<file path="src/rtl/supply_gain_pkg.sv">
// shared constants and types for the supply-driven gain manager
// assumes a single 50 MHz clock and synchronous comparator flags
package supply_gain_pkg;

    // ------------------------------------------------------------
    // clock and timing
    // ------------------------------------------------------------
    localparam int unsigned CLK_HZ         = 50_000_000;
    localparam int unsigned TICK_HZ        = 1_000;      // timer tick rate
    localparam int unsigned TICK_DIV       = CLK_HZ / TICK_HZ;
    localparam int unsigned INST_PERIOD_S  = 30;         // instantaneous monitoring period
    localparam int unsigned AVG_STEP_S     = 10;         // average step interval
    localparam int unsigned INST_TICKS     = INST_PERIOD_S * TICK_HZ;
    localparam int unsigned AVG_TICKS      = AVG_STEP_S * TICK_HZ;

    // ------------------------------------------------------------
    // step counts and gain sizes
    // ------------------------------------------------------------
    localparam logic [1:0] INST_MAX_STEPS  = 2'h2;
    localparam logic [4:0] AVG_MAX_STEPS   = 5'h12;      // eighteen steps
    localparam logic [2:0] INST_STEP_DB    = 3'h3;
    localparam logic [7:0] ATTEN_RESET     = 8'h00;

    // ------------------------------------------------------------
    // comparator flag bundle: 1 means supply above that level
    // ------------------------------------------------------------
    typedef struct packed {
        logic aboveLow;   // above 0.95 V
        logic aboveMid;   // above 1.0 V
        logic aboveHigh;  // above 1.1 V
    } levels_t;

    typedef struct packed {
        levels_t inst;
        levels_t avg;
        logic    belowHwReset; // below 0.6 V
    } supply_t;

    // deep reset mode states
    typedef enum logic [2:0] {
        DEEP_RUN  = 3'h1,
        DEEP_MUTE = 3'h2,
        DEEP_WAIT = 3'h4
    } deep_state_t;

endpackage : supply_gain_pkg

</file>
<file path="src/rtl/supply_gain_manager.sv">
// supply-driven audio gain and mute manager
// assumes the voltage monitor delivers synchronous level flags and that
// the audio path applies the attenuation and mute it is handed
//
// Behaviour
// - deep mode: mute when supply falls below low
// - deep mode: hold mute until hardware reset level
// - deep reset: load memory A, resume above upper
// - instantaneous dip with average good: one step
// - ignore instantaneous dips during stabilization interval
// - second dip adds step, restarts stabilization
// - at most two instantaneous steps
// - evaluate instantaneous supply over consecutive periods
// - whole period above upper removes instantaneous steps
// - two steps, period above mid: back to one
// - average low: one step per interval down
// - maximum average steps: stop and mute
// - average above upper: unmute before restoring gain
// - recovery: one step up per interval
// - average between levels: hold average steps
// - counts independent, gain reflects both
`timescale 1ns/1ps
`default_nettype none

module supply_gain_manager #(
    parameter int unsigned TICK_DIV   = supply_gain_pkg::TICK_DIV,
    parameter int unsigned INST_TICKS = supply_gain_pkg::INST_TICKS,
    parameter int unsigned AVG_TICKS  = supply_gain_pkg::AVG_TICKS
) (
    // clock and reset
    input  wire logic                     mclk,
    input  wire logic                     rstn,
    // configuration
    input  wire logic                     advancedMode,
    // supply monitor
    input  wire supply_gain_pkg::supply_t supply,
    // audio path
    output logic [7:0]                    attenDb,
    output logic                          audioMute,
    output logic                          loadMemoryA,
    output logic [1:0]                    instSteps,
    output logic [4:0]                    avgSteps
);

    // ------------------------------------------------------------
    // reset release
    // ------------------------------------------------------------
    logic rstSync1;
    logic rstSync2;
    always_ff @(posedge mclk or negedge rstn) begin
        if (!rstn) begin
            rstSync1 <= 1'b0;
            rstSync2 <= 1'b0;
        end else begin
            rstSync1 <= 1'b1;
            rstSync2 <= rstSync1;
        end
    end
    wire logic resetN = rstSync2;

    // ------------------------------------------------------------
    // tick divider
    // ------------------------------------------------------------
    logic [31:0] divCnt;
    logic [31:0] next_divCnt;
    logic        tick;
    always_comb begin
        tick        = (divCnt == TICK_DIV - 1);
        next_divCnt = tick ? 32'h0 : divCnt + 32'h1;
    end
    always_ff @(posedge mclk or negedge resetN) begin
        if (!resetN) divCnt <= 32'h0;
        else divCnt <= next_divCnt;
    end

    // ------------------------------------------------------------
    // deep reset mode
    // ------------------------------------------------------------
    supply_gain_pkg::deep_state_t deepState;
    supply_gain_pkg::deep_state_t next_deepState;
    logic                         next_loadMemoryA;
    always_comb begin
        next_deepState   = deepState;
        next_loadMemoryA = 1'b0;
        unique case (deepState)
            supply_gain_pkg::DEEP_RUN: begin
                if (!supply.inst.aboveLow) next_deepState = supply_gain_pkg::DEEP_MUTE;
            end
            supply_gain_pkg::DEEP_MUTE: begin
                if (supply.belowHwReset) next_deepState = supply_gain_pkg::DEEP_WAIT;
            end
            // reload memory A, resume above upper
            supply_gain_pkg::DEEP_WAIT: begin
                if (!supply.belowHwReset && supply.inst.aboveHigh) begin
                    next_deepState   = supply_gain_pkg::DEEP_RUN;
                    next_loadMemoryA = 1'b1;
                end
            end
        endcase
        if (advancedMode) next_deepState = supply_gain_pkg::DEEP_RUN;
    end
    always_ff @(posedge mclk or negedge resetN) begin
        if (!resetN) begin
            deepState   <= supply_gain_pkg::DEEP_RUN;
            loadMemoryA <= 1'b0;
        end else begin
            deepState   <= next_deepState;
            loadMemoryA <= next_loadMemoryA;
        end
    end

    // ------------------------------------------------------------
    // instantaneous reductions
    // ------------------------------------------------------------
    logic [31:0] instTimer;
    logic [31:0] next_instTimer;
    logic        instHold;        // stabilization interval running
    logic        next_instHold;
    logic        perHigh;         // period stayed above upper so far
    logic        perMid;
    logic        next_perHigh;
    logic        next_perMid;
    logic [1:0]  next_instSteps;
    logic        periodEnd;
    always_comb begin
        next_instTimer = instTimer;
        next_instHold  = instHold;
        next_perHigh   = perHigh & supply.inst.aboveHigh;
        next_perMid    = perMid & supply.inst.aboveMid;
        next_instSteps = instSteps;
        periodEnd      = tick && (instTimer == INST_TICKS - 1);
        if (tick) next_instTimer = instTimer + 32'h1;
        if (!advancedMode) begin
            next_instSteps = 2'h0;
            next_instTimer = 32'h0;
            next_instHold  = 1'b0;
        end else if (instSteps == 2'h0) begin
            next_instTimer = 32'h0;
            next_perHigh   = 1'b1;
            next_perMid    = 1'b1;
            if (!supply.inst.aboveLow && supply.avg.aboveLow) begin
                next_instSteps = 2'h1;
                next_instHold  = 1'b1;
            end
        end else begin
            if (!instHold && !supply.inst.aboveLow && instSteps < supply_gain_pkg::INST_MAX_STEPS) begin
                next_instSteps = instSteps + 2'h1;
                next_instHold  = 1'b1;
                next_instTimer = 32'h0;
                next_perHigh   = 1'b1;
                next_perMid    = 1'b1;
            end else if (periodEnd) begin
                next_instTimer = 32'h0;
                next_instHold  = 1'b0;
                next_perHigh   = 1'b1;
                next_perMid    = 1'b1;
                if (perHigh && supply.inst.aboveHigh) next_instSteps = 2'h0;
                else if (instSteps == 2'h2 && perMid && supply.inst.aboveMid) next_instSteps = 2'h1;
            end
        end
    end
    always_ff @(posedge mclk or negedge resetN) begin
        if (!resetN) begin
            instTimer <= 32'h0;
            instHold  <= 1'b0;
            perHigh   <= 1'b1;
            perMid    <= 1'b1;
            instSteps <= 2'h0;
        end else begin
            instTimer <= next_instTimer;
            instHold  <= next_instHold;
            perHigh   <= next_perHigh;
            perMid    <= next_perMid;
            instSteps <= next_instSteps;
        end
    end

    // ------------------------------------------------------------
    // average reductions
    // ------------------------------------------------------------
    logic [31:0] avgTimer;
    logic [31:0] next_avgTimer;
    logic [4:0]  next_avgSteps;
    logic        avgMute;
    logic        next_avgMute;
    logic        avgStep;
    always_comb begin
        next_avgTimer = avgTimer;
        next_avgSteps = avgSteps;
        next_avgMute  = avgMute;
        avgStep       = tick && (avgTimer == AVG_TICKS - 1);
        if (!advancedMode) begin
            next_avgTimer = 32'h0;
            next_avgSteps = 5'h0;
            next_avgMute  = 1'b0;
        end else if (!supply.avg.aboveLow) begin
            if (tick) next_avgTimer = avgStep ? 32'h0 : avgTimer + 32'h1;
            if (avgStep && avgSteps < supply_gain_pkg::AVG_MAX_STEPS) next_avgSteps = avgSteps + 5'h1;
            if (next_avgSteps == supply_gain_pkg::AVG_MAX_STEPS) next_avgMute = 1'b1;
        end else if (supply.avg.aboveHigh) begin
            if (avgMute) begin
                next_avgMute  = 1'b0;
                next_avgTimer = 32'h0;
            end else if (avgSteps != 5'h0) begin
                if (tick) next_avgTimer = avgStep ? 32'h0 : avgTimer + 32'h1;
                if (avgStep) next_avgSteps = avgSteps - 5'h1;
            end else begin
                next_avgTimer = 32'h0;
            end
        end else begin
            next_avgTimer = 32'h0;
        end
    end
    always_ff @(posedge mclk or negedge resetN) begin
        if (!resetN) begin
            avgTimer <= 32'h0;
            avgSteps <= 5'h0;
            avgMute  <= 1'b0;
        end else begin
            avgTimer <= next_avgTimer;
            avgSteps <= next_avgSteps;
            avgMute  <= next_avgMute;
        end
    end

    // ------------------------------------------------------------
    // outputs to the audio path
    // ------------------------------------------------------------
    logic [7:0] next_attenDb;
    logic       next_audioMute;
    always_comb begin
        next_attenDb   = 8'(next_instSteps * supply_gain_pkg::INST_STEP_DB) + 8'(next_avgSteps);
        next_audioMute = advancedMode ? next_avgMute : (next_deepState != supply_gain_pkg::DEEP_RUN);
    end
    always_ff @(posedge mclk or negedge resetN) begin
        if (!resetN) begin
            attenDb   <= supply_gain_pkg::ATTEN_RESET;
            audioMute <= 1'b0;
        end else begin
            attenDb   <= next_attenDb;
            audioMute <= next_audioMute;
        end
    end

    // ------------------------------------------------------------
    // checks
    // ------------------------------------------------------------
    chk_inst_cap: assert property (@(posedge mclk) disable iff (!resetN) instSteps <= 2'h2)
        else $error("too many instantaneous steps");
    chk_first_dip: assert property (@(posedge mclk) disable iff (!resetN)
        advancedMode && instSteps == 2'h0 && !supply.inst.aboveLow && supply.avg.aboveLow
        |=> instSteps == 2'h1)
        else $error("dip did not reduce gain");
    chk_hold_dip: assert property (@(posedge mclk) disable iff (!resetN)
        advancedMode && instHold && !periodEnd && instSteps == 2'h1 |=> instSteps != 2'h2)
        else $error("dip acted during stabilization");
    chk_avg_cap: assert property (@(posedge mclk) disable iff (!resetN) avgSteps <= 5'h12)
        else $error("average steps beyond maximum");
    chk_avg_hold: assert property (@(posedge mclk) disable iff (!resetN)
        advancedMode && supply.avg.aboveLow && !supply.avg.aboveHigh |=> $stable(avgSteps))
        else $error("average steps moved in hold band");
    chk_unmute_first: assert property (@(posedge mclk) disable iff (!resetN)
        advancedMode && avgMute && supply.avg.aboveHigh |=> !avgMute && $stable(avgSteps))
        else $error("gain restored before unmute");
    chk_deep_mute: assert property (@(posedge mclk) disable iff (!resetN)
        !advancedMode && deepState == supply_gain_pkg::DEEP_RUN && !supply.inst.aboveLow |=> audioMute)
        else $error("deep mode did not mute");
    chk_deep_resume: assert property (@(posedge mclk) disable iff (!resetN)
        !advancedMode && deepState == supply_gain_pkg::DEEP_WAIT && !supply.belowHwReset && supply.inst.aboveHigh
        |=> loadMemoryA && !audioMute)
        else $error("deep mode did not resume with memory A");
    chk_mem_pulse: assert property (@(posedge mclk) disable iff (!resetN) loadMemoryA |=> !loadMemoryA)
        else $error("memory A load longer than one cycle");
    chk_avg_mute: assert property (@(posedge mclk) disable iff (!resetN)
        advancedMode && avgSteps == 5'h12 && !supply.avg.aboveLow |=> audioMute)
        else $error("no mute at maximum average steps");
    chk_deep_hold: assert property (@(posedge mclk) disable iff (!resetN)
        !advancedMode && deepState == supply_gain_pkg::DEEP_MUTE && !supply.belowHwReset
        |=> deepState == supply_gain_pkg::DEEP_MUTE)
        else $error("deep mute released early");
    // attenuation and step counts are registered from the same next values
    chk_gain_sum: assert property (@(posedge mclk) disable iff (!resetN)
        attenDb == 8'(instSteps * 3'h3) + 8'(avgSteps))
        else $error("attenuation does not match steps");

endmodule : supply_gain_manager
`default_nettype wire

</file>
<file path="config.mk">
export PLATFORM = sky130hd
export DESIGN_NAME = supply_gain_manager
export DESIGN_NICKNAME = d
export VERILOG_FILES = /design/src/rtl/supply_gain_pkg.sv /design/src/rtl/supply_gain_manager.sv
export SDC_FILE = /design/constraint.sdc
export NUM_CORES = 1
export LEC_CHECK = 0
export ABC_AREA = 1
export BUFFER_PORTS_ARGS = -buffer_cell sky130_fd_sc_hd__buf_4
export CAP_MARGIN = 20
export CORE_ASPECT_RATIO = 0.5
export CORE_MARGIN = 8
export CORE_UTILIZATION = 40
export CTS_CLUSTER_DIAMETER = 120
export DETAILED_ROUTE_END_ITERATION = 10
export PLACE_DENSITY = 0.59
export SLEW_MARGIN = 5
export SYNTH_ARGS = -nofsm -noshare
export SYNTH_HDL_FRONTEND = slang
export SYNTH_SLANG_ARGS = --single-unit
</file>
<file path="constraint.sdc">
create_clock -name mclk -period 4.25 [get_ports mclk]
set_input_delay 0.425 -clock mclk [delete_from_list [all_inputs] [get_ports mclk]]
set_output_delay 0.425 -clock mclk [all_outputs]
set_load 0.05 [all_outputs]
</file>
---- After elaboration in Yosys (flattened, before gate mapping) ----
Index checks and enable logic that the tools add are counted.
cells by class
  bitwise operators ....................... 2
  mux-type cells .......................... 54
  equal/unequal tests ..................... 12
  $mul .................................... 1
  $lt $le $gt $ge ......................... 2
  add/subtract/negate cells ............... 7
  reduce and logical (&&, ||, !) cells .... 16
operators with widths
  cell                     number
  $mux W32                 13
  $add A32 B1 Y32 const B  3
  $mux W5                  9
  $eq A32 B14 Y1 const B   1
  $eq A32 B15 Y1 const B   1
  $eq A32 B16 Y1 const B   1
  $mux W1                  20
  $mux W2                  7
  $mux W3                  4
  $logic_and A1 B1 Y1      10
  $pmux W3 S3              1
  $add A4 B5 Y6            1
  $add A5 B1 Y5 const B    1
  $eq A5 B5 Y1 const B     1
  $lt A5 B5 Y1 const B     1
  $ne A5 B1 Y1 const B     1
  $reduce_bool A5 Y1       1
  $sub A5 B1 Y5 const B    1
  $mul A2 B2 Y4 const B    1
  $ne A4 B1 Y1 const B     1
  $eq A3 B1 Y1 const B     1
  $eq A3 B2 Y1 const B     1
  $eq A3 B3 Y1 const B     1
  $logic_not A1 Y1         3
  other kinds (8)          9
word-level totals
  register bits ........................... 120
  output and inout port bits .............. 17
  logic and storage cells ................. 109
  bits of input ports ..................... 10

---- Logic depth before layout (Yosys ltp) ----
  depth in word-level cells ............... 11
  depth in mapped cells ................... 21
  gate-level depth less buffers ........... 21

---- Least setup slack after synthesis ----
OpenSTA, ideal clock, no wires.
  path kind ............................... reg-to-reg
  start ................................... reg avgSteps[0]
  end ..................................... reg attenDb[5]
  required time ........................... 4.131 ns
  setup slack ............................. 1.102 ns
  buffers on the path ..................... 0
  data arrival time ....................... 3.029 ns
  clock period less this slack ............ 3.148 ns
  cell stages (with the launch flop) ...... 16
  library setup time ...................... 0.119 ns
  cells stage by stage .................... dfrtp_1 inv_1 ha_1 nand3_1 inv_1 nor2_1 inv_1 nor2_1 o21ai_0 o22ai_1 nor2_1 fa_1 ha_1 fa_1 a21oi_1 nor2_1
between the ends
  longest elaborated chain between the ends .. 8
  elaborated cells between the ends (all ways) .. 15
  classes of those cells .................. add/sub: 3; order compare: 1; mux: 9; reduce/logical: 2
RTL lines
  element                                                line                                                    RTL
  start, declared                                        supply_gain_manager.sv:42                               output logic [4:0] avgSteps
  start signal, assigned                                 supply_gain_manager.sv:221                              avgSteps <= next_avgSteps;
  $sub A5 B1 Y5 / $lt A5 B5 Y1 (equally long branches)   supply_gain_manager.sv:206, supply_gain_manager.sv:198
  $mux W5 / $logic_and A1 B1 Y1 (equally long branches)  supply_gain_manager.sv:206, supply_gain_manager.sv:198
  $mux W5, on equally long branches                      supply_gain_manager.sv:204, supply_gain_manager.sv:198
  $mux W5, on equally long branches                      supply_gain_manager.sv:201, supply_gain_manager.sv:196
  $mux W5, on equally long branches                      supply_gain_manager.sv:200, supply_gain_manager.sv:192
  $mux W5 (*)                                            supply_gain_manager.sv:196                              end else if (!supply.avg.aboveLow) begin
  $mux W5 (*)                                            supply_gain_manager.sv:192                              if (!advancedMode) begin
  named net next_avgSteps[1]                             supply_gain_manager.sv:183                              logic [4:0] next_avgSteps;
  $add A4 B5 Y6 (*)                                      supply_gain_manager.sv:232                              next_attenDb = 8'(next_instSteps * supply_gain_pkg::INST_STEP_DB) + 8'(next_avgSteps);
  named net next_attenDb[5]                              supply_gain_manager.sv:229                              logic [7:0] next_attenDb;
  end signal, assigned                                   supply_gain_manager.sv:237                              attenDb <= supply_gain_pkg::ATTEN_RESET;
  end signal, assigned                                   supply_gain_manager.sv:240                              attenDb <= next_attenDb;
  end, declared                                          supply_gain_manager.sv:38                               output logic [7:0] attenDb,
Mark *: on every way through the listed nets, which the timed path passes. The rest lies on a longest branch. The select of a mux whose other input is x is not followed.
A chain may end at the register's enable or synchronous reset.

---- Worst setup path in the final report ----
  start ................................... reg instTimer[0]
  end ..................................... reg attenDb[5]
between the ends
  longest elaborated chain between the ends .. 8
RTL lines
  element                      line                        RTL
  start, declared              supply_gain_manager.sv:115  logic [31:0] instTimer;
  start signal, assigned       supply_gain_manager.sv:170  instTimer <= next_instTimer;
  $eq A32 B15 Y1               supply_gain_manager.sv:131  periodEnd = tick && (instTimer == INST_TICKS - 1);
  $logic_and A1 B1 Y1          supply_gain_manager.sv:131
  $mux W2                      supply_gain_manager.sv:152  end else if (periodEnd) begin
  $mux W2                      supply_gain_manager.sv:146  if (!instHold && !supply.inst.aboveLow && instSteps < supply_gain_pkg::INST_MAX_STEPS) begin
  $mux W2                      supply_gain_manager.sv:137  end else if (instSteps == 2'h0) begin
  $mux W2                      supply_gain_manager.sv:133  if (!advancedMode) begin
  named net next_instSteps[0]  supply_gain_manager.sv:123  logic [1:0] next_instSteps;
  $mul A2 B2 Y4                supply_gain_manager.sv:232
  $add A4 B5 Y6                supply_gain_manager.sv:232
  named net next_attenDb[5]    supply_gain_manager.sv:229
The timed path passes the listed nets, and every way through them passes these cells.

==> summary.md <==
| Metric | Value |
|---|---|
| Initial antenna violation count | `0` |
| Power density over the cells | `376 nW/um2` |
| Type of element launching the critical path | `flip-flop` |
| Wire length after detailed routing | `17700 um` |
| Share of async-settable or async-resettable flops after synthesis | `100%` |
| Share of synthesized cell area in full adder, half adder and majority cells | `2.75%` |
| Placer Congestion | `0.862` |
| Post-route worst setup slack | `0.901 ns` |
| Total Routing Usage GR | `15.8%` |
| Worst reg2reg setup slack | `0.90 ns` |
| First drt pass iteration count | `5` |
| Fraction of the mapped netlist area in compound gates | `7.60%` |
| Initial drt markers | `373` |
| Fraction of synthesized cell area in xor and xnor cells | `4.75%` |
| Number of buffers created by CTS | `17` |
| Post-synth design cell area | `7370 um2` |
| Number of core rows | `35` |
| Share of cells above drive strength 1 | `9.48%` |
| Core Util, Final | `46.2%` |
| Combinational family with the most area after synthesis | `simple AND/OR/NAND/NOR gates` |
| Synth top area share | `39.7%` |
| R2R Path End | `attenDb[5]` |
| Number of setup violations in the final report | `0` |
| Most common cell in the netlist | `sky130_fd_sc_hd__nand2_1` |
| Mapped Cells | `1018` |
| Largest net degree at the start of global routing | `63` |
| Vias in the first global route | `6603` |
| Number of synthesized register bits | `120` |
| CTS tree | `done` |
| Post-layout nets | `1077` |
| Remaining number of nets flagged by the antenna check after routing | `0` |
| Relative area change from synthesis to final layout | `14.1%` |
| Max incr delay on CP | `0.45 ns` |
| Number of cells on the critical path | `14` |
| Synthesized area per cell | `7.24 um2` |
| Final TNS setup | `0 ns` |
| H-tree depth reported by CTS | `4` |
| Outcome | `complete, no violations` |
| Post-synthesis mux area share | `0%` |
| Total instance count after detailed placement | `1272` |
| Critical path fanouts, max | `6` |
| Period Utilization, post-route | `78.8%` |
| Required time of the critical path | `4.56 ns` |
| Top cell family by delay on the critical path | `adder cells` |
| Pre-CTS setup slack | `0.902 ns` |
| Startpoint-to-endpoint class of the critical path | `reg -> reg` |
| Total grt overflow | `0` |
| Setup skew after layout | `0.0111 ns` |
| CP endpoint kind | `flip-flop` |
| Cell chain of the critical path | `ha_1 > nand2_1 > nor3_1 > nand4_1 > nor2_1 > nand3b_1 > nand2_1 > nand2_1 > a21oi_1 > fa_1 > ha_1 > fa_1 > a21oi_1 > nor2_1` |
| Number of slew-limit violations in the final report | `0` |
| Max Fclk | `0.299 GHz` |
| Clock latency at the later pin of the worst-skew pair | `0.42 ns` |
| Post-Synth Simple-Gate Area | `35.8%` |
| Worst Path Arrival | `3.66 ns` |
| DIE WIDTH | `208 um` |
| Cell Area, Placed | `7810 um2` |
| Transition time at the pin with the least slew margin | `0.835 ns` |
| Top Ports | `27` |
| Class of the tightest hold or removal check | `in -> reg` |
| Ranking of synthesized cells by area | `sky130_fd_sc_hd__dfrtp_1 40%, sky130_fd_sc_hd__nand2_1 12%, sky130_fd_sc_hd__nor2_1 8.5%` |
| Setup repair after global routing missed its margin | `no` |
| Worst relative slew slack | `44.3%` |
| Seq/Total Area, Yosys | `40.8%` |
| Sum of buffers and inverters on the critical path | `0` |
| Via count normalized by instance count | `5.06` |
| Number of fillers in the final layout | `1803` |
| Static power due to leakage | `4.00 nW` |
| WL per Instance | `13.6 um` |
| Via Count | `6601` |
| Count of flip-flops with a built-in enable after synthesis | `0` |
| R2R cell count | `14` |
| Area leader, netlist | `sky130_fd_sc_hd__dfrtp_1` |
| Max Buffers Root-to-Sink | `2` |
| Tmin final | `3.35 ns` |
| Clock sink count | `120` |
| Maximum capacitance violations | `0` |
| Die area | `23300 um2` |
| Synthesis Warnings | `0` |
| Detailed Place HPWL | `12800 um` |
| Diodes inserted | `0` |
| Fin. Hold Viols | `0` |
| Finished layout cell area | `8410 um2` |
| Clock-pin slew on the worst setup and hold paths | `0.06 ns` |
| Maximum VDD drop | `0.000266 V` |
| Port Buffers | `23` |
| Non-filler cells in the finished layout | `1305` |
| Cell with the largest stage delay on the worst path | `sky130_fd_sc_hd__fa_1` |
| Number of gates given a new drive strength after cts | `0` |
| Area of the core | `18200 um2` |
| Worst setup path startpoint | `instTimer[0]` |
| Crit-path most repeated cell | `sky130_fd_sc_hd__nand2_1` |
| Overall power of the completed layout | `3.16 mW` |
| R2R Path Start | `instTimer[0]` |
| Critical path endpoint | `attenDb[5]` |
| Most frequently used flop master after synthesis | `sky130_fd_sc_hd__dfrtp_1` |
| Die extent in y | `112 um` |
| Root Buffer | `sky130_fd_sc_hd__clkbuf_16` |
| Worst hold-check slack | `0.220 ns` |
| DRC | `0` |
| Distinct cells, synth | `47` |
| Initial Util | `40.5%` |
| Most used standard cells in the synthesized netlist | `232 x sky130_fd_sc_hd__nand2_1, 166 x sky130_fd_sc_hd__nor2_1, 134 x sky130_fd_sc_hd__inv_1, 117 x sky130_fd_sc_hd__dfrtp_1, 53 x sky130_fd_sc_hd__nand3_1` |
| First-pass GRT wire length | `30800 um` |
==> timing repair <==
| item | in CTS | in global routing |
|---|---|---|
| hold endpoints to repair | 2 | 0 |
| buffers inserted | 0 | 0 |
| hold buffers | 1 | 0 |
==> registers in the layout, summed over array words and instances, names as in the netlist, 2 cells and up <==
name and flops:
avgTimer 32, divCnt 32, deepState 3, instSteps 2, instTimer 32, avgSteps 5, attenDb 6
==> worst register-to-register path, stage by stage (launching register included) <==
cell,delay [ns]
sky130_fd_sc_hd__dfrtp_1,0.43
sky130_fd_sc_hd__ha_1,0.30
sky130_fd_sc_hd__nand2_1,0.10
sky130_fd_sc_hd__nor3_1,0.16
sky130_fd_sc_hd__nand4_1,0.13
sky130_fd_sc_hd__nor2_1,0.28
sky130_fd_sc_hd__nand3b_1,0.14
sky130_fd_sc_hd__nand2_1,0.08
sky130_fd_sc_hd__nand2_1,0.05
sky130_fd_sc_hd__a21oi_1,0.27
sky130_fd_sc_hd__fa_1,0.45
sky130_fd_sc_hd__ha_1,0.24
sky130_fd_sc_hd__fa_1,0.40
sky130_fd_sc_hd__a21oi_1,0.16
sky130_fd_sc_hd__nor2_1,0.06
==> how the worst min path moves through the flow <==
stage                     startpoint  endpoint  slack (ns)  cells after the start
after global placement          rstn  rstSync1        0.21                      1
after floorplan                 rstn    resetN        0.13                      0
after detailed placement        rstn  rstSync1        0.21                      1
after CTS                  supply[5]    perMid        0.21                      3
after global routing       supply[5]    perMid        0.22                      3
final                      supply[5]    perMid        0.22                      3
==> placed cells by master (no fill, tap or decap), types with 3 or more instances in the layout <==
cell type	n
sky130_fd_sc_hd__dfstp_2	3
sky130_fd_sc_hd__nor3_1	46
sky130_fd_sc_hd__a21oi_1	50
sky130_fd_sc_hd__nor4_1	8
sky130_fd_sc_hd__nand4_1	40
sky130_fd_sc_hd__a211oi_1	4
sky130_fd_sc_hd__buf_4	27
sky130_fd_sc_hd__and3_1	3
sky130_fd_sc_hd__nand2_2	4
sky130_fd_sc_hd__nor4_2	3
sky130_fd_sc_hd__nor2_4	5
sky130_fd_sc_hd__nor3_2	5
sky130_fd_sc_hd__nor2_1	166
sky130_fd_sc_hd__xnor2_1	8
sky130_fd_sc_hd__nor2_2	9
sky130_fd_sc_hd__o21a_1	3
sky130_fd_sc_hd__clkinvlp_4	3
sky130_fd_sc_hd__conb_1	3
sky130_fd_sc_hd__clkbuf_8	3
sky130_fd_sc_hd__xor2_1	32
sky130_fd_sc_hd__o21ai_1	4
sky130_fd_sc_hd__o31ai_1	5
sky130_fd_sc_hd__nor3b_1	3
sky130_fd_sc_hd__o21ai_0	25
sky130_fd_sc_hd__dfrtp_1	116
sky130_fd_sc_hd__inv_1	134
sky130_fd_sc_hd__ha_1	13
sky130_fd_sc_hd__inv_2	6
sky130_fd_sc_hd__nand3_1	53
sky130_fd_sc_hd__nand2_1	232
sky130_fd_sc_hd__clkbuf_16	17
==> cell families after synthesis <==
| group | after synthesis |
|---|---|
| compound gates | 100 |
| fa+ha+maj | 15 |
| flops | 120 |
| simple gates | 586 |
| buf+inv | 155 |
| other cells | 2 |
| xor+xnor | 40 |
==> routing by layer <==
metal	wire (um)	global-route usage [%]	vias to the layer above
met4	163	4.28	0
met1	8610	20.0	3119
met3	572	3.45	17
li1	-	-	3360
met5	0	0	-
met2	8360	26.9	105
==> power breakdown <==
group	switching (mW)	internal, mW	total, mW	leakage, nW
logic	0.344	0.127	0.471	2.08
clock network	0.546	0.911	1.46	0.283
registers	0.0426	1.19	1.24	1.63
==> cell type report <==
cell class,instances,area [um2],share of cell area [%]
clock inverter,10,119,1.41
inverter,141,529,6.29
clock buffer,22,474,5.64
multi-input combinational,744,3770,44.8
timing repair buffer,28,213,2.53
sequential,120,3010,35.8
tap,240,300,3.57
No activity file was read; power rests on OpenSTA's default activity.
